[src/sisf_cfg.svh]
`ifndef SISF_CFG_SVH
`define SISF_CFG_SVH

// Register offsets
`define SISF_OFS_QSTAT  16'h0000
`define SISF_OFS_DATA   16'h0001
`define SISF_OFS_LEV0   16'h0002
`define SISF_OFS_LEV1   16'h0003
`define SISF_OFS_ACLR   16'h0007
`define SISF_OFS_IRQX   16'h0014
`define SISF_OFS_IRQY   16'h0015

// Field positions
`define SISF_BIT_FLUSH  15
`define SISF_BIT_UFLOW  14
`define SISF_BIT_OFLOW  13
`define SISF_BIT_LEVEL  15
`define SISF_CNT_MSB    10
`define SISF_SLOT_MSB   11

// Reset values
`define SISF_RST_ACLR   16'h8FFF
`define SISF_RST_IRQEN  16'h0000
`define SISF_RST_FLAGS  16'h0000

// Queue capacity in bytes
`define SISF_QUEUE_DEPTH 512

`endif

[src/sisf_pkg.sv]
package sisf_pkg;

  // Register request from the serial port decoder
  typedef struct packed {
    logic        rd;
    logic        wr;
    logic [15:0] addr;
    logic [15:0] wdata;
  } sisf_reg_req_type;

  // Per-slot events from the time slot sequencer
  typedef struct packed {
    logic [11:0] update;
    logic [11:0] crit0;
    logic [11:0] crit1;
    logic [11:0] read;
  } sisf_slot_evt_type;

endpackage

[src/sisf_flag_bank.sv]
`timescale 1ns/1ps
// Sticky flags, set has priority over any clear in the same cycle
module sisf_flag_bank #(
  parameter int W = 12
) (
  input  wire logic         clk,
  input  wire logic         reset_n,
  input  wire logic [W-1:0] set,
  input  wire logic [W-1:0] clr,
  output logic      [W-1:0] flags
);
  logic [W-1:0] next_flags;

  // Set wins so an event landing on a clear is never lost
  always_comb begin
    next_flags = set | (flags & ~clr);
  end

  always_ff @(posedge clk) begin
    if (!reset_n) begin
      flags <= '0;
    end else begin
      flags <= next_flags;
    end
  end
endmodule

[src/sisf_top.sv]
`timescale 1ns/1ps
`include "sisf_cfg.svh"
module sisf_top
  import sisf_pkg::*;
#(
  parameter int DEPTH = `SISF_QUEUE_DEPTH
) (
  input  wire logic                        REF_CLK,
  input  wire logic                        RESET_N,
  input  wire sisf_pkg::sisf_reg_req_type  REG_REQ,
  output logic      [15:0]                 REG_RDATA,
  input  wire logic                        QUEUE_PUSH,
  input  wire logic                        QUEUE_READ,
  input  wire logic [10:0]                 QUEUE_LEVEL_LIMIT,
  input  wire sisf_pkg::sisf_slot_evt_type SLOT_EVT,
  output logic                             QUEUE_FLUSH,
  output logic                             INT_X,
  output logic                             INT_Y
);
  import sisf_pkg::*;

  localparam logic [10:0] DEPTH_C = 11'(DEPTH);

  logic [10:0] count;
  logic [10:0] next_count;
  logic [15:0] aclr;
  logic [15:0] next_aclr;
  logic [15:0] en_x;
  logic [15:0] next_en_x;
  logic [15:0] en_y;
  logic [15:0] next_en_y;
  logic [15:0] next_rdata;
  logic        next_flush;
  logic        next_int_x;
  logic        next_int_y;
  logic        push_ok;
  logic        pop_ok;
  logic        flush_ok;
  logic        level_hit;
  logic [2:0]  q_set;
  logic [2:0]  q_clr;
  logic [2:0]  q_flags;
  logic [11:0] d_clr;
  logic [11:0] data_flags;
  logic [11:0] lev0_flags;
  logic [11:0] lev1_flags;
  logic [11:0] lev0_clr;
  logic [11:0] lev1_clr;
  logic [15:0] wm_qstat;
  logic [15:0] wm_data;
  logic [15:0] wm_lev0;
  logic [15:0] wm_lev1;

  // Write-one mask for a register, zero when not addressed
  function automatic logic [15:0] w1c_mask(input sisf_reg_req_type r,
                                           input logic [15:0] ofs);
    return (r.wr && r.addr == ofs) ? r.wdata : 16'h0000;
  endfunction

  // Data status word, laid out like the interrupt enable registers
  function automatic logic [15:0] data_word(input logic [2:0] q,
                                            input logic [11:0] d);
    return {q[2], q[1], q[0], 1'b0, d};
  endfunction

  // Write-one masks held as signals, since a call result takes no select
  always_comb begin
    wm_qstat = w1c_mask(REG_REQ, `SISF_OFS_QSTAT);
    wm_data  = w1c_mask(REG_REQ, `SISF_OFS_DATA);
    wm_lev0  = w1c_mask(REG_REQ, `SISF_OFS_LEV0);
    wm_lev1  = w1c_mask(REG_REQ, `SISF_OFS_LEV1);
  end

  // Queue bookkeeping; q_* bits are {level, underrun, overrun}
  always_comb begin
    push_ok   = QUEUE_PUSH && (count < DEPTH_C);
    pop_ok    = QUEUE_READ && (count != 11'h000);
    // Flush is ignored while the queue is being touched
    flush_ok  = wm_qstat[`SISF_BIT_FLUSH]
                && !QUEUE_PUSH && !QUEUE_READ;
    next_count = count;
    if (flush_ok) begin
      next_count = 11'h000;
    end else if (push_ok && !pop_ok) begin
      next_count = count + 11'h001;
    end else if (pop_ok && !push_ok) begin
      next_count = count - 11'h001;
    end
    level_hit = push_ok && (next_count > QUEUE_LEVEL_LIMIT);
    q_set[2]  = level_hit;
    q_set[1]  = QUEUE_READ && (count == 11'h000);
    q_set[0]  = QUEUE_PUSH && (count >= DEPTH_C);
    q_clr[2]  = wm_data[`SISF_BIT_LEVEL]
                | (QUEUE_READ & aclr[`SISF_BIT_LEVEL])
                | flush_ok;
    q_clr[1]  = wm_qstat[`SISF_BIT_UFLOW]
                | flush_ok;
    q_clr[0]  = wm_qstat[`SISF_BIT_OFLOW]
                | flush_ok;
    next_flush = flush_ok;
  end

  // Slot flag clears: host write-one, plus autoclear on data read for the data flags only
  always_comb begin
    d_clr    = wm_data[11:0]
               | (SLOT_EVT.read & aclr[11:0]);
    lev0_clr = wm_lev0[11:0];
    lev1_clr = wm_lev1[11:0];
  end

  sisf_flag_bank #(.W(3)) u_queue_flags (
    .clk     (REF_CLK),
    .reset_n (RESET_N),
    .set     (q_set),
    .clr     (q_clr),
    .flags   (q_flags)
  );

  sisf_flag_bank #(.W(12)) u_data_flags (
    .clk     (REF_CLK),
    .reset_n (RESET_N),
    .set     (SLOT_EVT.update),
    .clr     (d_clr),
    .flags   (data_flags)
  );

  sisf_flag_bank #(.W(12)) u_lev0_flags (
    .clk     (REF_CLK),
    .reset_n (RESET_N),
    .set     (SLOT_EVT.update & SLOT_EVT.crit0),
    .clr     (lev0_clr),
    .flags   (lev0_flags)
  );

  sisf_flag_bank #(.W(12)) u_lev1_flags (
    .clk     (REF_CLK),
    .reset_n (RESET_N),
    .set     (SLOT_EVT.update & SLOT_EVT.crit1),
    .clr     (lev1_clr),
    .flags   (lev1_flags)
  );

  // Control registers, read-back mux and interrupt outputs
  always_comb begin
    next_aclr = aclr;
    next_en_x = en_x;
    next_en_y = en_y;
    if (REG_REQ.wr) begin
      unique case (REG_REQ.addr)
        `SISF_OFS_ACLR: next_aclr = REG_REQ.wdata & `SISF_RST_ACLR;
        `SISF_OFS_IRQX: next_en_x = REG_REQ.wdata & 16'hEFFF;
        `SISF_OFS_IRQY: next_en_y = REG_REQ.wdata & 16'hEFFF;
        default: ;
      endcase
    end
    next_rdata = REG_RDATA;
    if (REG_REQ.rd) begin
      unique case (REG_REQ.addr)
        `SISF_OFS_QSTAT: next_rdata = {1'b0, q_flags[1], q_flags[0],
                                       2'b00, count};
        `SISF_OFS_DATA:  next_rdata = {q_flags[2], 3'b000, data_flags};
        `SISF_OFS_LEV0:  next_rdata = {4'h0, lev0_flags};
        `SISF_OFS_LEV1:  next_rdata = {4'h0, lev1_flags};
        `SISF_OFS_ACLR:  next_rdata = aclr;
        `SISF_OFS_IRQX:  next_rdata = en_x;
        `SISF_OFS_IRQY:  next_rdata = en_y;
        default:         next_rdata = 16'h0000;
      endcase
    end
    // Level output, drops once every enabled flag is cleared
    next_int_x = |(data_word(q_flags, data_flags) & en_x);
    next_int_y = |(data_word(q_flags, data_flags) & en_y);
  end

  always_ff @(posedge REF_CLK) begin
    if (!RESET_N) begin
      count       <= 11'h000;
      aclr        <= `SISF_RST_ACLR;
      en_x        <= `SISF_RST_IRQEN;
      en_y        <= `SISF_RST_IRQEN;
      REG_RDATA   <= 16'h0000;
      QUEUE_FLUSH <= 1'b0;
      INT_X       <= 1'b0;
      INT_Y       <= 1'b0;
    end else begin
      count       <= next_count;
      aclr        <= next_aclr;
      en_x        <= next_en_x;
      en_y        <= next_en_y;
      REG_RDATA   <= next_rdata;
      QUEUE_FLUSH <= next_flush;
      INT_X       <= next_int_x;
      INT_Y       <= next_int_y;
    end
  end
endmodule

[config.mk]
export PLATFORM = sky130hd
export DESIGN_NAME = sisf_top
export DESIGN_NICKNAME = d
export VERILOG_FILES = /design/src/sisf_pkg.sv /design/src/sisf_flag_bank.sv /design/src/sisf_top.sv
export VERILOG_INCLUDE_DIRS = /design/src
export SDC_FILE = /design/constraint.sdc
export NUM_CORES = 1
export LEC_CHECK = 0
export BUFFER_PORTS_ARGS = -buffer_cell sky130_fd_sc_hd__buf_2
export CAP_MARGIN = 10
export CORE_MARGIN = 2
export CORE_UTILIZATION = 55
export DETAILED_ROUTE_END_ITERATION = 6
export PLACE_DENSITY_LB_ADDON = 0.3
export SYNTH_ARGS = -nofsm -noshare
export SYNTH_HDL_FRONTEND = slang
export SYNTH_SLANG_ARGS = --single-unit
[constraint.sdc]
create_clock -name REF_CLK -period 4.1 [get_ports REF_CLK]
set_clock_uncertainty 0.1 [all_clocks]
set_input_delay 0.205 -clock REF_CLK [delete_from_list [all_inputs] [get_ports REF_CLK]]
set_output_delay 0.205 -clock REF_CLK [all_outputs]
set_load 0.05 [all_outputs]
==> metrics.cfg, run 1 <==
[run_status]
outcome = finished clean

[cts]
cts_tree = done
cts.reportedPaths.clkPinSlew_ns = 0.12
root_buffer = clkbuf_8
cts-hold-fix-buffers = 35
cts_setup_buffers = 0
cts_buffers = 9
cts_resized = 0
clk_latency_ns = 0.38
cts.path.max_buffers = 2
clock_sinks = 111
cts_max_level = 3

[synth]
synthCells = 715
yosysUniqueCellTypes = 63
netlist_area_mm2 = 0.005799
syn_avg_cell_area_um2 = 8.111
synth_flop_cell = dfxtp_1
synthesis.nets = 825
synth-edff-count = 0
yosysSeqAreaShare_pct = 38.32
yosys_warnings = 0
async_reset_ff_share_pct = 0
ys_ff_latch = 111

[floorplan]
die-height_um = 106.7
ios = 116
num_rows = 37
initial_core_util_pct = 56.43
dieArea_mm2 = 0.01138
core_mm2 = 0.01028
die_width_um = 106.7

[sta]
holdWs_ns = 0.006398
tns_ns = 0
rsz0062_at_grt = false
finalHoldViolations = 0
slew_headroom_pct = 31.28
period_share_pct = 89.27
fmax_mhz = 273.2
finalSetupViolations = 0
setup_slack_ns = 0.4398
tightest_slew_ns = 1.031
min_period_ns = 3.660
slew_violations = 0

[detailed_routing]
num_vias = 5896
drt_iter0_markers = 493
via_per_inst = 6.053
highest_layer = met4
wl_um = 17790
wl_met3_um = 1292
route.met2.wl_um = 8434
detail_route.wl_per_cell_um = 18.26
first_pass_iters = 5
drc_errors = 0
drt-met1-wl_um = 7562
antenna_left = 0

[setup_path]
crit_path_end_kind = flop
r2r-start = count[9]$_SDFF_PN0_
reg2reg_slack_ns = 0.44
r2r_end = u_queue_flags.flags[2]$_SDFF_PN0_
path_class = flop to flop
reg2reg_depth = 10
critPathMaxFanout = 12
worstPathArrival_ns = 3.84
required_ns = 4.28
cp-start-kind = flop

[global_routing]
antenna_found_initial = 0
grt_max_degree = 69
grt_pass1_wl_um = 28700
grt_overflow = 0
grt_use_total_pct = 32.18
first_global_vias = 5756

[layout]
post-route-util_pct = 67.63
finalNonFillerCells = 974
final_area_mm2 = 0.006950
layout.nets = 943
diodes = 0
drive_above_1_share_pct = 18.38
area_growth_pct = 19.85

[worst_hold_path]
min_to = en_y[5]$_SDFFE_PN0P_
min_path_type = primary input to flop
min-delay-start = REG_REQ[5]
hold_depth = 3

[power]
leakage_nw = 2.877
totalPowerFinal_mw = 2.547
cellPowerDensity_mw_per_mm2 = 366.4
peakVddDrop_uv = 208.7

[place]
dp_hpwl_um = 12210
dp_worst_setup_slack_ns = 0.5499
io_buffers = 113
dp_cells = 923
placed_area_mm2 = 0.006410
globalplace.congestion = 0.8828

[flow_run]
drv_cap = 0

==> flip-flops by register name (all words and copies together) (netlist names) <==
signal	count
INT_X	1
INT_Y	1
QUEUE_FLUSH	1
REG_RDATA	15
aclr	13
count	11
en_x	15
en_y	15
u_data_flags.flags	12
u_lev0_flags.flags	12
u_lev1_flags.flags	12
u_queue_flags.flags	3
==> cell families after synthesis <==
logic type | synth area share [%]
AOI/OAI and AO/OA | 29.54
xor gates and xnor gates | 0.7551
adders and majority gates | 2.977
buffers and inverters | 5.653
DFF | 38.32
muxes | 1.467
other | 0.06466
and+or+nand+nor | 21.23
==> final cells by class <==
class | count | area, µm²
Clock buffer | 10 | 127.6
Clock inverter | 6 | 62.56
Fill cell | 848 | 3327
Inverter | 29 | 108.9
Multi-Input combinational cell | 524 | 3268
Sequential cell | 111 | 2222
Tap cell | 136 | 170.2
Timing Repair Buffer | 158 | 991.0
==> layout by cell type, fill, tap and decap left out, types with 6 or more instances in the layout <==
cell and instances:
inv_1 29, a21boi_0 56, nor3_1 10, nor2_1 15
clkbuf_8 9, o21a_1 15, nor2b_1 15, nor4_1 8
a211oi_1 11, and2_1 6, or4_1 7, o21ai_0 42
nand3_1 14, dfxtp_1 111, nor3b_1 6, a22oi_1 39
nand2_1 141, ha_1 13, o211ai_1 15, nand4_1 9
buf_4 10, a21oi_1 18, a31oi_1 12, a22o_1 11
dlygate4sd3_1 35, buf_2 113
==> layer usage <==
layer	vias to the layer above	global-route usage, %
li1	2826	-
met5	-	0
met1	2770	41.39
met4	0	12.89
met2	261	53.69
met3	39	5.593
==> critical path, stage by stage, from the launching register on <==
cell and delay, ns:
dfxtp_1 0.47, or3b_2 0.67, nor4_1 0.64, nand4_1 0.30, a221o_1 0.38, nand2_1 0.08
ha_1 0.24, and3_1 0.17, a22oi_1 0.17, o211ai_1 0.12, a22o_1 0.23
==> cell usage after synthesis, drive strengths merged, types with 15 or more instances <==
| master | instances | area [µm²] |
|---|---|---|
| a21boi | 57 | 427.9 |
| o211ai | 15 | 112.6 |
| dfxtp | 111 | 2222 |
| nor2 | 15 | 56.30 |
| o21a | 15 | 112.6 |
| a21oi | 18 | 90.09 |
| a22oi | 39 | 292.8 |
| o21ai | 42 | 210.2 |
| nor2b | 15 | 93.84 |
| clkbuf | 40 | 151.4 |
| nand2 | 141 | 529.3 |
| inv | 29 | 108.9 |
==> power by group <==
part	leakage [nW]	total, mW	switching, mW	internal [mW]
Combinational	1.88	0.654	0.353	0.301
Sequential	0.905	1.24	0.101	1.14
Clock	0.0961	0.653	0.415	0.238
==> worst max-delay path by stage <==
stage	startpoint	to	depth (start not counted)
floorplan	count[4]$_SDFF_PN0_	u_queue_flags.flags[2]$_SDFF_PN0_	13
global placement	count[9]$_SDFF_PN0_	u_queue_flags.flags[2]$_SDFF_PN0_	10
detailed placement	count[9]$_SDFF_PN0_	u_queue_flags.flags[2]$_SDFF_PN0_	10
CTS	count[9]$_SDFF_PN0_	u_queue_flags.flags[2]$_SDFF_PN0_	10
global route	count[9]$_SDFF_PN0_	u_queue_flags.flags[2]$_SDFF_PN0_	11
finish	count[9]$_SDFF_PN0_	u_queue_flags.flags[2]$_SDFF_PN0_	10
Note: power is estimated with default switching activity, not from simulation.
==> inputs of run 2 (changes only) <==
--- a/config.mk
+++ b/config.mk
@@ -12,6 +12,7 @@
 export CORE_UTILIZATION = 55
 export DETAILED_ROUTE_END_ITERATION = 6
 export PLACE_DENSITY_LB_ADDON = 0.3
+export RECOVER_POWER = 100
 export SYNTH_ARGS = -nofsm -noshare
 export SYNTH_HDL_FRONTEND = slang
 export SYNTH_SLANG_ARGS = --single-unit
==> run 2 against run 1 <==
Against the previous run: cell count unchanged; worst hold slack improved by 0.0013 ns; via count grew 0.68%; die area did not move; combinational power decreased by 3%; first-iteration DRC count is 8.1% higher; wire length is essentially flat; highest routed layer unchanged.
==> metrics.cfg, run 2 (synthesis results as in run 1) <==
[global_routing]
grt_overflow = 0
grt_use_total_pct = 32.18
antenna_found_initial = 0
first_global_vias = 5756
grt_pass1_wl_um = 28700
grt_max_degree = 69

[power]
p_comb_share_pct = 25.1
cellPowerDensity_mw_per_mm2 = 366.9
peakVddDrop_uv = 207.3
p_switching_uw = 864.3
cellInternalPower_mw = 1.661
switching_share_pct = 34.23
pwr-share-clk_pct = 25.9
leakage_nw = 2.781
pwr-share-seq_pct = 49.0

[place]
dp_worst_setup_slack_ns = 0.5499
dp_cells = 923
globalplace.congestion = 0.8828
io_buffers = 113
dp_hpwl_um = 12210

[sta]
finalHoldViolations = 0
tns_ns = 0
min_period_ns = 3.649
finalSetupViolations = 0
tightest_slew_ns = 1.306
fmax_mhz = 274.0
setup_slack_ns = 0.4506
slew_violations = 0
period_share_pct = 89.01
rsz0062_at_grt = false
slew_headroom_pct = 12.91

[layout]
post-route-util_pct = 66.97
layout.nets = 943
area_growth_pct = 18.68
finalNonFillerCells = 974
layout_common_cells = nand2_1, dfxtp_1, buf_2
mostFrequentLayoutCell = nand2_1
diodes = 0
top_regs = REG_RDATA x15, en_x x15, en_y x15
drive_above_1_share_pct = 15.27

[setup_path]
worstPathArrival_ns = 3.83
cp_slowest_cell = or4_1
critPathMaxStageDelay_ns = 0.65
required_ns = 4.28
critPathMaxFanout = 7
critical_path.top_delay_family = compound AO/OA/AOI/OAI gates
path_cells = or4_1 > o41a_1 > or3_1 > a221o_1 > nand2_1 > ha_1 > nand4_1 > nor2_1 > a211oi_1 > o211ai_1 > a22o_1
crit_path_end_kind = flop
path_class = flop to flop
path_buf_inv = 0
cp-start-kind = flop

[cts]
cts.path.max_buffers = 2
cts_tree = done
root_buffer = clkbuf_8
clock_sinks = 111
cts_setup_buffers = 0
clk_latency_ns = 0.39
cts_buffers = 9
cts.reportedPaths.clkPinSlew_ns = 0.13
cts_max_level = 3

[floorplan]
die-height_um = 106.7
core_mm2 = 0.01028
ios = 116
dieArea_mm2 = 0.01138
initial_core_util_pct = 56.43
die_width_um = 106.7
num_rows = 37

[detailed_routing]
wl_um = 17800
via_per_inst = 6.094
detail_route.wl_per_cell_um = 18.28
drc_errors = 0
first_pass_iters = 5
antenna_left = 0
num_vias = 5936
drt_iter0_markers = 533

[run_status]
outcome = finished clean

[worst_hold_path]
min_path_type = primary input to flop

[flow_run]
drv_cap = 0

run 2: through the flow:
step	hold slack, ns	area, µm²	power (mW)
finish	0.007658	6883	2.525
global route	0.0009884	6883	2.661
CTS	0.002536	6950	2.532
detailed placement	0.3476	6410	1.877
global placement	0.3391	6410	1.865
floorplan	0.2288	5799	1.705
run 2: path summary, 6_finish.rpt:
kind / startpoint / to / slack (ns) / cells past startpoint
worst min register to register: u_lev1_flags.flags[11]$_SDFF_PN0_ / u_lev1_flags.flags[11]$_SDFF_PN0_ / 0.39 / 2
worst max-delay path: count[5]$_SDFF_PN0_ / u_queue_flags.flags[2]$_SDFF_PN0_ / 0.45 / 11
worst max register to register: count[5]$_SDFF_PN0_ / u_queue_flags.flags[2]$_SDFF_PN0_ / 0.45 / 11
worst min-delay path: REG_REQ[5] / en_y[5]$_SDFFE_PN0P_ / 0.008 / 3
run 2: repair_timing:
action,in CTS,in global routing
endpoints found under the setup margin,0,0
hold endpoints to repair,35,0
hold buffers,35,0
gates resized for setup,0,0
run 2: layout make-up:
type | instances | area, µm²
multi-input combinational | 524 | 3231
timing repair buffer | 158 | 960.9
tap | 136 | 170.2
clock inverter | 6 | 62.56
fill | 864 | 3395
sequential | 111 | 2222
inverter | 29 | 108.9
clock buffer | 10 | 127.6
run 2: power by group through the flow:
stage / combinational [mW] / sequential [mW] / clock, mW
2_1_floorplan: 0.507 / 1.20 / 0
4_1_cts: 0.645 / 1.24 / 0.652
3_3_place_gp: 0.608 / 1.26 / 0
5_1_grt: 0.717 / 1.24 / 0.700
6_report: 0.635 / 1.24 / 0.653
3_5_place_dp: 0.617 / 1.26 / 0
run 2: routing by layer:
metal / wire length, µm / share of wire (%) / vias up / GRT usage [%]
met4: 470 / 2.6 / 0 / 12.89
met2: 8398 / 47 / 289 / 53.69
met3: 1469 / 8.3 / 40 / 5.593
met5: 0 / 0 / - / 0
li1: - / - / 2826 / -
met1: 7463 / 42 / 2781 / 41.39
run 2: worst min-delay path: stages:
cell	delay, ns
buf_2	0.13
nand2_1	0.06
a21boi_0	0.06
